**config.mk**
```make
export PLATFORM = sky130hd
export DESIGN_NAME = mrs_sequencer
export DESIGN_NICKNAME = d
export VERILOG_FILES = /design/src/design/mrs_pkg.sv /design/src/design/mrs_sequencer.sv
export SDC_FILE = /design/constraint.sdc
export NUM_CORES = 2
export LEC_CHECK = 0
export ABC_AREA = 1
export BUFFER_PORTS_ARGS = -buffer_cell sky130_fd_sc_hd__buf_2
export CAP_MARGIN = 40
export CORE_AREA = 2 2 394 435
export CTS_CLUSTER_SIZE = 24
export DETAILED_ROUTE_END_ITERATION = 10
export DIE_AREA = 0 0 396 437
export SLEW_MARGIN = 0
export SYNTH_ARGS = -nofsm -noshare
export SYNTH_HDL_FRONTEND = slang
export SYNTH_SLANG_ARGS = --single-unit
```
**constraint.sdc**
```tcl
create_clock -name CLK -period 26.4 [get_ports CLK]
set_input_delay 2.64 -clock CLK [delete_from_list [all_inputs] [get_ports CLK]]
set_output_delay 2.64 -clock CLK [all_outputs]
set_load 0.03 [all_outputs]
```
**src/design/mrs_pkg.sv**
```systemverilog
// Constants, types and register map of the motor ramp and stop sequencer.
package mrs_pkg;
	localparam int CLK_HZ   = 50_000_000;
	localparam int TICK_US  = 1000;
	localparam int TICK_CYC = CLK_HZ / 1_000_000 * TICK_US;
	localparam int TICKS_PER_RAMP_UNIT = 100;
	localparam int TICKS_PER_BRK_UNIT  = 10;
	localparam int N_CFG = 13;
	localparam logic [3:0] IDX_STAT0 = 4'hd;
	localparam logic [3:0] IDX_STAT1 = 4'he;
	localparam logic [31:0] RST_CTRL  = 32'h0000_0001;
	localparam logic [31:0] RST_TGT   = 32'h0000_0000;
	localparam logic [31:0] RST_TUP   = 32'h0000_0032;
	localparam logic [31:0] RST_TDN   = 32'h0000_0064;
	localparam logic [31:0] RST_MAXF  = 32'h0000_1770;
	localparam logic [31:0] RST_BASEF = 32'h0000_1770;
	localparam logic [31:0] RST_STF   = 32'h0000_0032;
	localparam logic [31:0] RST_VSC   = 32'h0000_0064;
	localparam logic [31:0] RST_BOOST = 32'h0004_0505;
	localparam logic [31:0] RST_SBRK  = 32'h0000_0032;
	localparam logic [31:0] RST_DBRK  = 32'h0000_6432;
	localparam logic [31:0] RST_DBF   = 32'h000a_01f4;
	localparam logic [31:0] RST_TFN   = 32'h0110_8820;
	localparam logic [31:0] RAMP_HI  = 32'd60000;
	localparam logic [31:0] FREQ_HI  = 32'd20000;
	localparam logic [31:0] BASE_LO  = 32'd3000;
	localparam logic [31:0] STF_LO   = 32'd10;
	localparam logic [31:0] STF_HI   = 32'd1000;
	localparam logic [31:0] VSC_LO   = 32'd40;
	localparam logic [31:0] VSC_HI   = 32'd110;
	localparam logic [31:0] BOOST_HI = 32'd15;
	localparam logic [31:0] BLVL_HI  = 32'd200;
	localparam logic [31:0] BTIM_HI  = 32'd6000;
	localparam logic [4:0] FN_FX   = 5'h00;
	localparam logic [4:0] FN_RX   = 5'h01;
	localparam logic [4:0] FN_HOLD = 5'h17;
	localparam logic [1:0] STOP_DEC   = 2'h0;
	localparam logic [1:0] STOP_DCB   = 2'h1;
	localparam logic [1:0] STOP_COAST = 2'h2;
	localparam logic [1:0] RESP_OK  = 2'h0;
	localparam logic [1:0] RESP_ERR = 2'h2;
	localparam int SEG_SH = 6;
	localparam logic [10:0] V_UNITY = 11'h400;
	typedef enum logic [4:0] {
		ST_IDLE = 5'b00001,
		ST_SBRK = 5'b00010,
		ST_RAMP = 5'b00100,
		ST_WAIT = 5'b01000,
		ST_DCB  = 5'b10000
	} mrs_state_t;
	typedef struct packed {
		logic [15:0] freq;
		logic [10:0] volt;
		logic        dcb_on;
		logic [7:0]  dcb_lvl;
	} mrs_drive_t;
endpackage : mrs_pkg

```
**src/design/mrs_sequencer.sv**
```systemverilog
// Ramp, voltage curve and stop sequencer with its AXI4-Lite register file.
`timescale 1ns/1ps
module mrs_sequencer
	import mrs_pkg::*;
#(
	parameter int TICK_CYCLES = TICK_CYC
) (
	input  wire logic        CLK,
	input  wire logic        RESETN,
	input  wire logic        S_AXI_AWVALID,
	output logic             S_AXI_AWREADY,
	input  wire logic [7:0]  S_AXI_AWADDR,
	input  wire logic        S_AXI_WVALID,
	output logic             S_AXI_WREADY,
	input  wire logic [31:0] S_AXI_WDATA,
	input  wire logic [3:0]  S_AXI_WSTRB,
	output logic             S_AXI_BVALID,
	input  wire logic        S_AXI_BREADY,
	output logic [1:0]       S_AXI_BRESP,
	input  wire logic        S_AXI_ARVALID,
	output logic             S_AXI_ARREADY,
	input  wire logic [7:0]  S_AXI_ARADDR,
	output logic             S_AXI_RVALID,
	input  wire logic        S_AXI_RREADY,
	output logic [31:0]      S_AXI_RDATA,
	output logic [1:0]       S_AXI_RRESP,
	input  wire logic        RUN_KEY,
	input  wire logic [4:0]  TERM,
	input  wire logic        DIR_REV,
	input  wire logic        FAULT,
	output mrs_drive_t       DRIVE,
	output logic             RUNNING
);
	function automatic logic [31:0] lim(input logic [31:0] v,
		input logic [31:0] lo, input logic [31:0] hi);
		lim = (v < lo) ? lo : ((v > hi) ? hi : v);
	endfunction : lim

	function automatic logic fn_hit(input logic [24:0] fn,
		input logic [4:0] t, input logic [4:0] code);
		fn_hit = 1'b0;
		for (int i = 0; i < 5; i++) begin
			if (t[i] && fn[i*5 +: 5] == code)
				fn_hit = 1'b1;
		end
	endfunction : fn_hit

	function automatic logic [31:0] rstv(input int i);
		unique case (i)
			0: rstv = RST_CTRL;
			1: rstv = RST_TGT;
			2: rstv = RST_TUP;
			3: rstv = RST_TDN;
			4: rstv = RST_MAXF;
			5: rstv = RST_BASEF;
			6: rstv = RST_STF;
			7: rstv = RST_VSC;
			8: rstv = RST_BOOST;
			9: rstv = RST_SBRK;
			10: rstv = RST_DBRK;
			11: rstv = RST_DBF;
			default: rstv = RST_TFN;
		endcase
	endfunction : rstv

	function automatic logic [31:0] clampw(input logic [3:0] i,
		input logic [31:0] d, input logic [31:0] mx);
		unique case (i)
			4'h0: clampw = {24'h0, d[7:0]};
			4'h1: clampw = lim({16'h0, d[15:0]}, 32'h0, mx);
			4'h2, 4'h3: clampw = lim({16'h0, d[15:0]}, 32'h0, RAMP_HI);
			4'h4: clampw = lim({16'h0, d[15:0]}, 32'h0, FREQ_HI);
			4'h5: clampw = lim({16'h0, d[15:0]}, BASE_LO, FREQ_HI);
			4'h6: clampw = lim({16'h0, d[15:0]}, STF_LO, STF_HI);
			4'h7: clampw = lim({24'h0, d[7:0]}, VSC_LO, VSC_HI);
			4'h8: clampw = {8'h0, d[23:16],
				8'(lim({24'h0, d[15:8]}, 32'h0, BOOST_HI)),
				8'(lim({24'h0, d[7:0]}, 32'h0, BOOST_HI))};
			4'h9, 4'ha: clampw = {8'h0,
				16'(lim({16'h0, d[23:8]}, 32'h0, BTIM_HI)),
				8'(lim({24'h0, d[7:0]}, 32'h0, BLVL_HI))};
			4'hb: clampw = {16'(lim({16'h0, d[31:16]}, 32'h0, BTIM_HI)),
				16'(lim({16'h0, d[15:0]}, 32'h0, BTIM_HI))};
			default: clampw = {7'h0, d[24:0]};
		endcase
	endfunction : clampw

	logic [31:0] cfg_ff [0:N_CFG-1];
	logic [15:0] tdiv_ff;
	logic        aw_ff, w_ff, bv_ff, rv_ff;
	logic [7:0]  awa_ff;
	logic [31:0] wd_ff, rd_ff;
	logic [3:0]  ws_ff;
	logic [1:0]  br_ff, rr_ff;
	mrs_state_t  st_ff, nxt_st;
	logic [15:0] freq_ff, nxt_freq, orig_ff;
	logic [24:0] acc_ff, nxt_acc;
	logic [23:0] tim_ff, nxt_tim;
	logic [10:0] volt_ff, nxt_volt, r_ff;
	logic        dcb_ff, fault_ff, lock_ff;
	logic [7:0]  lvl_ff;
	logic [16:0] rem_ff;
	logic [25:0] quo_ff;
	logic [4:0]  cnt_ff;
	logic [31:0] rsel;

	wire tick = tdiv_ff == 16'(TICK_CYCLES - 1);
	always_ff @(posedge CLK) begin
		if (!RESETN || tick)
			tdiv_ff <= 16'h0;
		else
			tdiv_ff <= tdiv_ff + 16'h1;
	end

	wire [31:0] ctrl  = cfg_ff[0];
	wire        term_mode = ctrl[0];
	wire        restart_en = ctrl[1];
	wire [1:0]  stop_m = ctrl[3:2];
	wire        s_up = ctrl[4];
	wire        s_dn = ctrl[5];
	wire        vf_sq = ctrl[6];
	wire        boost_auto = ctrl[7];
	wire [15:0] tgt   = cfg_ff[1][15:0];
	wire [15:0] tup   = cfg_ff[2][15:0];
	wire [15:0] tdn   = cfg_ff[3][15:0];
	wire [15:0] maxf  = cfg_ff[4][15:0];
	wire [15:0] basef = cfg_ff[5][15:0];
	wire [15:0] stf   = cfg_ff[6][15:0];
	wire [7:0]  vsc   = cfg_ff[7][7:0];
	wire [31:0] bst   = cfg_ff[8];
	wire [7:0]  sb_lvl = cfg_ff[9][7:0];
	wire [15:0] sb_t  = cfg_ff[9][23:8];
	wire [7:0]  db_lvl = cfg_ff[10][7:0];
	wire [15:0] db_t  = cfg_ff[10][23:8];
	wire [15:0] dbf   = cfg_ff[11][15:0];
	wire [15:0] db_w  = cfg_ff[11][31:16];
	wire [24:0] tfn   = cfg_ff[12][24:0];

	// Write address and data are caught separately; the answer waits for both.
	assign S_AXI_AWREADY = !aw_ff && !bv_ff;
	assign S_AXI_WREADY  = !w_ff && !bv_ff;
	assign S_AXI_ARREADY = !rv_ff;
	assign S_AXI_BVALID  = bv_ff;
	assign S_AXI_BRESP   = br_ff;
	assign S_AXI_RVALID  = rv_ff;
	assign S_AXI_RDATA   = rd_ff;
	assign S_AXI_RRESP   = rr_ff;
	wire [3:0]  widx = awa_ff[5:2];
	wire        wcfg = awa_ff[7:6] == 2'h0 && widx < 4'(N_CFG);
	wire        wro  = awa_ff[7:6] == 2'h0
		&& (widx == IDX_STAT0 || widx == IDX_STAT1);
	wire        do_wr = aw_ff && w_ff && !bv_ff;
	wire [31:0] wold = wcfg ? cfg_ff[widx] : 32'h0;
	wire [31:0] wmerge = {ws_ff[3] ? wd_ff[31:24] : wold[31:24],
		ws_ff[2] ? wd_ff[23:16] : wold[23:16],
		ws_ff[1] ? wd_ff[15:8] : wold[15:8],
		ws_ff[0] ? wd_ff[7:0] : wold[7:0]};
	wire [3:0]  ridx = S_AXI_ARADDR[5:2];
	wire        rmap = S_AXI_ARADDR[7:6] == 2'h0 && ridx <= IDX_STAT1;
	always_comb begin
		rsel = 32'h0;
		if (ridx < 4'(N_CFG))
			rsel = cfg_ff[ridx];
		else if (ridx == IDX_STAT0)
			rsel = {freq_ff, 9'h0, lock_ff, 1'b0, st_ff};
		else if (ridx == IDX_STAT1)
			rsel = {11'h0, dcb_ff, lvl_ff, 1'b0, volt_ff};
	end

	always_ff @(posedge CLK) begin
		if (!RESETN) begin
			aw_ff <= 1'b0;
			w_ff <= 1'b0;
			bv_ff <= 1'b0;
			rv_ff <= 1'b0;
			awa_ff <= 8'h0;
			wd_ff <= 32'h0;
			ws_ff <= 4'h0;
			br_ff <= RESP_OK;
			rr_ff <= RESP_OK;
			rd_ff <= 32'h0;
		end else begin
			if (S_AXI_AWVALID && S_AXI_AWREADY) begin
				aw_ff <= 1'b1;
				awa_ff <= S_AXI_AWADDR;
			end
			if (S_AXI_WVALID && S_AXI_WREADY) begin
				w_ff <= 1'b1;
				wd_ff <= S_AXI_WDATA;
				ws_ff <= S_AXI_WSTRB;
			end
			if (do_wr) begin
				aw_ff <= 1'b0;
				w_ff <= 1'b0;
				bv_ff <= 1'b1;
				br_ff <= (wcfg || wro) ? RESP_OK : RESP_ERR;
			end else if (bv_ff && S_AXI_BREADY)
				bv_ff <= 1'b0;
			if (S_AXI_ARVALID && S_AXI_ARREADY) begin
				rv_ff <= 1'b1;
				rd_ff <= rmap ? rsel : 32'h0;
				rr_ff <= rmap ? RESP_OK : RESP_ERR;
			end else if (rv_ff && S_AXI_RREADY)
				rv_ff <= 1'b0;
		end
	end

	always_ff @(posedge CLK) begin
		if (!RESETN) begin
			for (int i = 0; i < N_CFG; i++)
				cfg_ff[i] <= rstv(i);
		end else if (do_wr && wcfg)
			cfg_ff[widx] <= clampw(widx, wmerge, {16'h0, maxf});
	end

	// Terminal FX with RX both on counts as stop.
	wire fx = fn_hit(tfn, TERM, FN_FX);
	wire rx = fn_hit(tfn, TERM, FN_RX);
	wire run_cmd = term_mode ? (fx ^ rx) : RUN_KEY;
	wire rev = term_mode ? rx : DIR_REV;
	wire hold = fn_hit(tfn, TERM, FN_HOLD);
	wire fall = fault_ff && !FAULT;
	wire restart_ok = fall && restart_en && term_mode && run_cmd;
	wire start = run_cmd && !FAULT && (!lock_ff || restart_ok);

	// The target is clamped again here because the limits may move later.
	wire [15:0] g0 = (tgt > maxf) ? maxf : tgt;
	wire [15:0] goal_eff = (g0 < stf) ? 16'h0 : g0;
	wire [15:0] goal = (st_ff == ST_RAMP && run_cmd) ? goal_eff : 16'h0;
	wire        up = goal > freq_ff;
	wire [15:0] rt = up ? tup : tdn;
	wire [23:0] den = 24'(rt) * 24'(TICKS_PER_RAMP_UNIT);
	wire [15:0] dfar = up ? goal - freq_ff : freq_ff - goal;
	wire [15:0] dorig = (freq_ff > orig_ff) ? freq_ff - orig_ff
		: orig_ff - freq_ff;
	wire [15:0] span = (goal > orig_ff) ? goal - orig_ff : orig_ff - goal;
	wire [23:0] span40 = (24'(maxf) * 24'd102) >> 8;
	// Short moves keep only the rounded start, so the end is cut off.
	wire        round_end = 24'(span) >= span40;
	wire [15:0] dnear = (round_end && dfar < dorig) ? dfar : dorig;
	wire [15:0] dsh = dnear >> SEG_SH;
	wire [3:0]  kf = (dsh >= 16'd7) ? 4'd8 : 4'(dsh + 16'd1);
	wire        s_on = up ? s_up : s_dn;
	wire [3:0]  k = s_on ? kf : 4'd8;
	wire [24:0] inc = (25'(maxf) * 25'(k)) >> 3;

	always_comb begin
		nxt_st = st_ff;
		nxt_freq = freq_ff;
		nxt_acc = acc_ff;
		nxt_tim = tim_ff;
		unique case (st_ff)
			ST_IDLE: begin
				nxt_freq = 16'h0;
				nxt_acc = 25'h0;
				if (start && sb_lvl != 8'h0 && sb_t != 16'h0) begin
					nxt_st = ST_SBRK;
					nxt_tim = 24'(sb_t) * 24'(TICKS_PER_BRK_UNIT);
				end else if (start)
					nxt_st = ST_RAMP;
			end
			ST_SBRK: begin
				if (!run_cmd)
					nxt_st = ST_IDLE;
				else if (tick && tim_ff <= 24'h1)
					nxt_st = ST_RAMP;
				else if (tick)
					nxt_tim = tim_ff - 24'h1;
			end
			ST_RAMP: begin
				if (freq_ff == goal)
					nxt_acc = 25'h0;
				else if (den == 24'h0)
					nxt_freq = goal;
				else if (hold)
					nxt_acc = acc_ff;
				else if (acc_ff >= 25'(den)) begin
					nxt_acc = acc_ff - 25'(den);
					nxt_freq = up ? freq_ff + 16'h1 : freq_ff - 16'h1;
				end else if (tick)
					nxt_acc = acc_ff + inc;
				if (!run_cmd && stop_m == STOP_COAST) begin
					nxt_st = ST_IDLE;
					nxt_freq = 16'h0;
				end else if (!run_cmd && stop_m == STOP_DCB
					&& freq_ff <= dbf && db_lvl != 8'h0
					&& db_t != 16'h0) begin
					nxt_st = ST_WAIT;
					nxt_freq = freq_ff;
					nxt_tim = 24'(db_w) * 24'(TICKS_PER_BRK_UNIT);
				end else if (!run_cmd && freq_ff == 16'h0)
					nxt_st = ST_IDLE;
			end
			ST_WAIT: begin
				if (tick && tim_ff <= 24'h1) begin
					nxt_st = ST_DCB;
					nxt_freq = 16'h0;
					nxt_tim = 24'(db_t) * 24'(TICKS_PER_BRK_UNIT);
				end else if (tick)
					nxt_tim = tim_ff - 24'h1;
			end
			ST_DCB: begin
				if (tick && tim_ff <= 24'h1)
					nxt_st = ST_IDLE;
				else if (tick)
					nxt_tim = tim_ff - 24'h1;
			end
			default: nxt_st = ST_IDLE;
		endcase
		if (FAULT) begin
			nxt_st = ST_IDLE;
			nxt_freq = 16'h0;
			nxt_acc = 25'h0;
		end
	end

	// Serial divider: ratio of frequency to base, 1024 meaning rated voltage.
	wire [16:0] rs = {rem_ff[15:0], quo_ff[25]};
	wire        ge = rs >= {1'b0, basef};
	always_ff @(posedge CLK) begin
		if (!RESETN) begin
			cnt_ff <= 5'h0;
			rem_ff <= 17'h0;
			quo_ff <= 26'h0;
			r_ff <= 11'h0;
		end else if (cnt_ff == 5'h0) begin
			r_ff <= (quo_ff > 26'(V_UNITY)) ? V_UNITY : quo_ff[10:0];
			cnt_ff <= 5'd26;
			rem_ff <= 17'h0;
			quo_ff <= {freq_ff, 10'h0};
		end else begin
			cnt_ff <= cnt_ff - 5'h1;
			rem_ff <= ge ? rs - {1'b0, basef} : rs;
			quo_ff <= {quo_ff[24:0], ge};
		end
	end

	// A blend of r and r squared stands in for the 1.4 power curve.
	wire [31:0] rr = {21'h0, r_ff};
	wire [31:0] sq = (32'd154 * rr + ((32'd102 * rr * rr) >> 10)) >> 8;
	wire [31:0] vb = vf_sq ? sq : rr;
	wire [31:0] bman = rev ? {24'h0, bst[15:8]} : {24'h0, bst[7:0]};
	wire [31:0] bauto = lim({24'h0, bst[23:16]}, 32'h0, BOOST_HI);
	wire [31:0] bp = boost_auto ? bauto : bman;
	wire [31:0] bv = (bp * 32'd10 * (32'(V_UNITY) - rr)) >> 10;
	wire [31:0] vs = (vb + bv > 32'(V_UNITY)) ? 32'(V_UNITY) : vb + bv;
	wire [31:0] v1 = (vs * {24'h0, vsc} * 32'd10) >> 10;
	wire        v_on = (st_ff == ST_RAMP || st_ff == ST_WAIT)
		&& freq_ff >= stf;
	assign nxt_volt = v_on ? v1[10:0] : 11'h0;

	always_ff @(posedge CLK) begin
		if (!RESETN) begin
			st_ff <= ST_IDLE;
			freq_ff <= 16'h0;
			volt_ff <= 11'h0;
			acc_ff <= 25'h0;
			tim_ff <= 24'h0;
			orig_ff <= 16'h0;
			dcb_ff <= 1'b0;
			lvl_ff <= 8'h0;
			fault_ff <= 1'b0;
			lock_ff <= 1'b0;
		end else begin
			st_ff <= nxt_st;
			freq_ff <= nxt_freq;
			volt_ff <= (nxt_st == ST_IDLE) ? 11'h0 : nxt_volt;
			acc_ff <= nxt_acc;
			tim_ff <= nxt_tim;
			orig_ff <= (freq_ff == goal) ? freq_ff : orig_ff;
			dcb_ff <= nxt_st == ST_SBRK || nxt_st == ST_DCB;
			lvl_ff <= (nxt_st == ST_SBRK) ? sb_lvl
				: ((nxt_st == ST_DCB) ? db_lvl : 8'h0);
			fault_ff <= FAULT;
			lock_ff <= FAULT || (lock_ff && run_cmd && !restart_ok);
		end
	end

	assign DRIVE = '{freq_ff, volt_ff, dcb_ff, lvl_ff};
	assign RUNNING = st_ff != ST_IDLE;
endmodule : mrs_sequencer

```
# Word level (Yosys, flattened, before mapping)
# Memories as Yosys holds them, arrays and structs flattened. A register that Yosys moved wholly into a read port is not among the register bits.
# Index checks and enable logic that the tools add are counted.
# totals
out_inout_bits	78
mem_bits_rw	416
mem_count	1
reg_bits	266
in_bits	67
# mem_list
memory	depth	word_bits	read_ports	rd_ports_with_merged_regs	write_ports	line	text
cfg_ff	13	32	15	1	13	mrs_sequencer.sv:88	logic [31:0] cfg_ff [0:N_CFG-1];
# op_classes
n_reduce_logical	94
mul	13
mux	123
addsub	18
bitwise_logic	3
n_eq_ne	50
order_cmp	33
# op_table
op	count
32-bit two-way mux	16
16-bit two-way mux	26
32-bit case mux with 10 select lines	1
24-bit two-way mux	7
25-bit two-way mux	5
24-bit case mux with 5 select lines	1
8-bit two-way mux	14
16-bit subtractor	7
16-bit > comparator	5
16-bit by 3-bit multiplier with 19-bit output (second input constant)	3
5-bit two-way mux	11
25-bit case mux with 2 select lines	1
16-bit by 13-bit > comparator with 1-bit output (second input constant)	3
1-bit logical AND	48
16-bit case mux with 3 select lines	1
5-bit by 1-bit == test with 1-bit output (second input constant)	7
5-bit == test (second input constant)	7
16-bit by 1-bit adder with 16-bit output (second input constant)	2
4-bit == test (second input constant)	8
32-bit by 11-bit > comparator with 1-bit output (second input constant)	1
16-bit < comparator	2
11-bit by 32-bit multiplier with 31-bit output	1
16-bit nonzero test	2
32-bit OR reduction	1
81 further kinds	154

# Depth between registers and ports, before layout
# An unclocked memory read counts as a cell.
# logic_depth
word_depth	28
depth_mapped	107

# Least setup slack after synthesis
# No wires, ideal clock.
# synth_timing
path_kind	register to register
start	register r_ff[1]
end	register volt_ff[10]
stages_incl_launch_ff	101
t_arrival_ns	16.751
path_slack_ns	9.534
required_ns	26.285
setup_ns	0.115
synth_period_minus_slack_ns	16.866
path_cell_list	dfxtp_1 clkbuf_1 inv_1 clkbuf_1 ha_1 fa_1 inv_1 fa_1 inv_1 ha_1 inv_1 o21ai_0 nand2_1 nand2_1 a21oi_1 or2_2 nand2_1 a21oi_1 (+65 left out) a21oi_1 o21bai_1 a21oi_1 o21bai_1 a21oi_1 o21bai_1 nand2_1 nand2_1 a21oi_1 xor2_1 ha_1 ha_1 a21oi_1 o21bai_1 a21oi_1 nand3_1 nand2_1 nor2_1
# synth_via
elab_chain_len	9
# synth_rtl
item	line	text
start: declaration	mrs_sequencer.sv:99	logic [10:0] volt_ff, nxt_volt, r_ff;
start signal: assignment	mrs_sequencer.sv:327	r_ff <= (quo_ff > 26'(V_UNITY)) ? V_UNITY : quo_ff[10:0];
6-bit by 11-bit multiplier with 17-bit output	mrs_sequencer.sv:340	wire [31:0] sq = (32'd154 * rr + ((32'd102 * rr * rr) >> 10)) >> 8;
17-bit by 11-bit multiplier with 28-bit output	mrs_sequencer.sv:340	
19-bit by 19-bit adder with 20-bit output	mrs_sequencer.sv:340	
12-bit two-way mux	mrs_sequencer.sv:341	wire [31:0] vb = vf_sq ? sq : rr;
12-bit by 22-bit adder with 23-bit output (*)	mrs_sequencer.sv:346	wire [31:0] vs = (vb + bv > 32'(V_UNITY)) ? 32'(V_UNITY) : vb + bv;
32-bit by 11-bit > comparator with 1-bit output	mrs_sequencer.sv:346	
23-bit two-way mux (*)	mrs_sequencer.sv:346	
23-bit by 8-bit multiplier with 31-bit output (*)	mrs_sequencer.sv:347	wire [31:0] v1 = (vs * {24'h0, vsc} * 32'd10) >> 10;
31-bit by 3-bit multiplier with 20-bit output (*)	mrs_sequencer.sv:347	
end signal: assignment	mrs_sequencer.sv:367	volt_ff <= (nxt_st == ST_IDLE) ? 11'h0 : nxt_volt;
end: declaration	mrs_sequencer.sv:99	
# Mark *: on every way between the ends. The rest lies on a longest branch, timed or not.
# A chain may end at the register's enable or synchronous reset.

# Worst setup path in the final report
# layout_timing
start	register r_ff[5]
end	register volt_ff[10]
# The elaborated chain is that of the path after synthesis.

==> impl_results.md <==
* Global Route Usage Sum at 32.85%
* Post-layout min period at roughly 20 ns
* Dpl ws at 6.907 ns
* Detailed Routing Iterations Pass 1 at 6
* DR vias at about 69,000
* Commonest non-fill, non-tap cell in the layout: inv_1
* Synth area leaders: edfxtp_1 20%, ha_1 13%, fa_1 12%
* Worst vdd ir at 189.4 µV
* Setup crit end kind: flop
* Fin crit share at 74.67%
* Clock skew at around 0.024 ns
* Avg Cell Area, Syn at just under 8 µm²
* Hold Crit Class: reg -> reg
* Initial drt markers at 6,486
* Fmax at 0.05073 GHz
* Layout cells sized above 1 at 6.720%
* Top-area cell type share of the netlist area at between 20% and 30%
* Setup WS post-layout at 6.686 ns
* Worst Path Max Fanout at 17
* Fraction of registers with async set/reset at 0%
* Max stage delay on crit path at ~0.86 ns
* Placed Cells at ~12,000
* Run status: complete, no violations
* Grt ovf at 0
* Synthesized area at between 70,000 and 80,000 µm²
* HPWL after DPL at 223,900 µm
* Die X at 396 µm
* Post-Route WL at roughly 290,000 µm
* Routing usage on met2 at between 50% and 60%
* Gp weighted congestion at about 1.0
* Core area at about 170,000 µm²
* Cells after Synth at 9,566
* Boundary pin count at between 100 and 150
* Met1 Use GR at 40.19%
* Max-slew violations at 0
* Setup TNS Final at 0 ns
* Startpoint types: flop
* Final Hold Violating Endpoints at 0
* Initial antenna violation count at 14
* Rows at ~160
* Slew headroom at 34.49%
* Cell accounting for the most synthesized area: edfxtp_1
* Clock tree buffer depth at 3
* Total setup buffers inserted after CTS at 0
* Prevailing post-synth register cell: edfxtp_1
* RSZ-0062 raised after global routing: no
* Final Non-Filler Cells at between 10,000 and 15,000
* Clk root buf: clkbuf_16
* First-pass GRT wire length at 426,200 µm
* Yosys Warn Count at 0
* Post-DR vias/cell at 5.606
* Worst-Skew Late Latency at around 0.73 ns
* Most frequent cells in the layout: 1,516 x inv_1, 1,475 x nand2_1, 919 x nor2_1, 867 x a21oi_1, 758 x ha_1
* Die Y at 437 µm
* Placed Area at about 80,000 µm²
* Arr. time, crit path at a little over 20 ns
* Max-Cap Viols at 0
* CTS buffer count at between 90 and 100
* Post-route ant nets at 0
* CP required at 27.00 ns
* H-tree depth at 3
* Fin nets at approximately 11,000
* Drt drc at 0
* Post-synth EDFFs at ~510
* Total Die Area at 173,100 µm²
* Area growth syn-to-layout at 10.19%
* Clock tree sinks at 778
* Register area share after synthesis at 27.40%
* # setup viols final at 0
* PwrDens at 66.34 nW/µm²
* Initial Util at 44.90%
* GRT busiest layer: met2
* Setup CP Type: reg -> reg
* Worst-path clk slew at about 0.060 ns
* # port buffers at about 140
* Cell variety after synth at 91
* M3 GR Usage at under 10%
* Hold buffers post-CTS at 0
* Post-route cell area at 83,240 µm²
* DR WL/cell at between 20 and 25 µm
* Post_cts resized at 0
* Vias in the first global route at 67,701
* Largest net degree at the start of global routing at 181
* CTS tree: done
* Leakage Power at 39.42 nW
* Synth Register Bits at just under 800
* CP max-delay cell: dfxtp_1
* Cell mode on critical path: nand2_1
* Least-Margin Pin Slew at approximately 0.97 ns
-- through the flow --
| stage | utilization [%] | hold slack [ns] | power [mW] |
|---|---|---|---|
| after detailed placement | 47.60 | 0.4059 | 4.170 |
| after CTS | 49.47 | 0.4197 | 5.526 |
| final | 49.48 | 0.4182 | 5.522 |
| after floorplan | - | 0.3925 | 3.477 |
| after global placement | 47.38 | 0.4046 | 4.139 |
| after global routing | 49.47 | 0.4335 | 5.966 |
-- layer usage --
metal / up-vias / wire, µm
met1: 32964 / 112700
met5: - / 103
met4: 10 / 21510
met3: 742 / 20890
met2: 2780 / 132700
li1: 32401 / -
-- worst paths after layout --
path         slack, ns                     end  cells after the start                 start
min reg2reg       0.42    cnt_ff[0]$_SDFF_PP0_                      1  cnt_ff[0]$_SDFF_PP0_
max               6.69  volt_ff[10]$_SDFF_PP0_                     98  r_ff[5]$_SDFFE_PN0P_
max reg2reg       6.69  volt_ff[10]$_SDFF_PP0_                     98  r_ff[5]$_SDFFE_PN0P_
min               0.42    cnt_ff[0]$_SDFF_PP0_                      1  cnt_ff[0]$_SDFF_PP0_
-- flip-flops by register name (all words and copies together), names as in the netlist, 4 cells and up, named ones only --
| signal | count |
|---|---|
| awa_ff | 6 |
| tim_ff | 24 |
| freq_ff | 16 |
| lvl_ff | 8 |
| r_ff | 11 |
| volt_ff | 11 |
| ws_ff | 4 |
| quo_ff | 26 |
| cfg_ff | 512 |
| tdiv_ff | 16 |
| orig_ff | 16 |
| wd_ff | 32 |
| cnt_ff | 5 |
| S_AXI_RDATA | 32 |
| rem_ff | 16 |
| acc_ff | 25 |
| st_ff | 5 |
-- area by class of cell --
type	count	area [µm²]
Sequential cell	778	20710
Multi-Input combinational cell	7186	48500
Tap cell	2240	2803
Timing Repair Buffer	298	2017
Antenna cell	5	12.51
Clock buffer	124	2621
Inverter	1607	6047
Clock inverter	52	535.5
Fill cell	16622	84990
-- cell usage after synthesis, drive strengths merged, types with 5 or more instances --
library cell and n:
a31oi 44, clkbuf 210, o21bai 48, nand2 1513, a21o 21, o2111ai 11
a311o 7, o22ai 45, mux2i 10, clkinv 26, dfxtp 266, or2 32
o211ai 79, nor4 42, buf 130, fa 456, a221oi 27, o311ai 5
o21a 20, o21ai 818, o221ai 109, a211oi 35, a2111oi 7, xor2 169
a2bb2oi 5, a21boi 15, nor3 102, o31ai 21, a21oi 872, a41oi 6
inv 1581, and3 5, nand3b 10, a32o 5, nand4 64, xnor2 103
nor2 945, ha 758, a22oi 59, edfxtp 512, nand3 346
-- cell families after synthesis --
group	count (synthesis)	synth area share, %
xor+xnor	272	3.164
flops	778	27.40
buf+inv	1947	10.21
other cells	2	0.009942
simple gates	3066	16.92
compound gates	2277	17.52
mux	10	0.1325
fa+ha+maj	1214	24.64
-- worst max-delay path, delay by kind of cell (launching register included) --
kind	cells	cell delay [ns]
XOR/XNOR	2	0.33
AO/OA/AOI/OAI	23	3.89
adder cells (fa/ha/maj)	19	8.41
buffers and inverters	17	1.88
flip-flops	1	0.86
AND/OR/NAND/NOR	37	4.21
-- report_power, final --
part / switching, mW / internal (mW) / leakage (nW)
Combinational: 1.82 / 0.933 / 30.8
Clock: 0.578 / 0.765 / 1.53
Sequential: 0.0491 / 1.37 / 7.14
(Power assumes the default switching activity.)
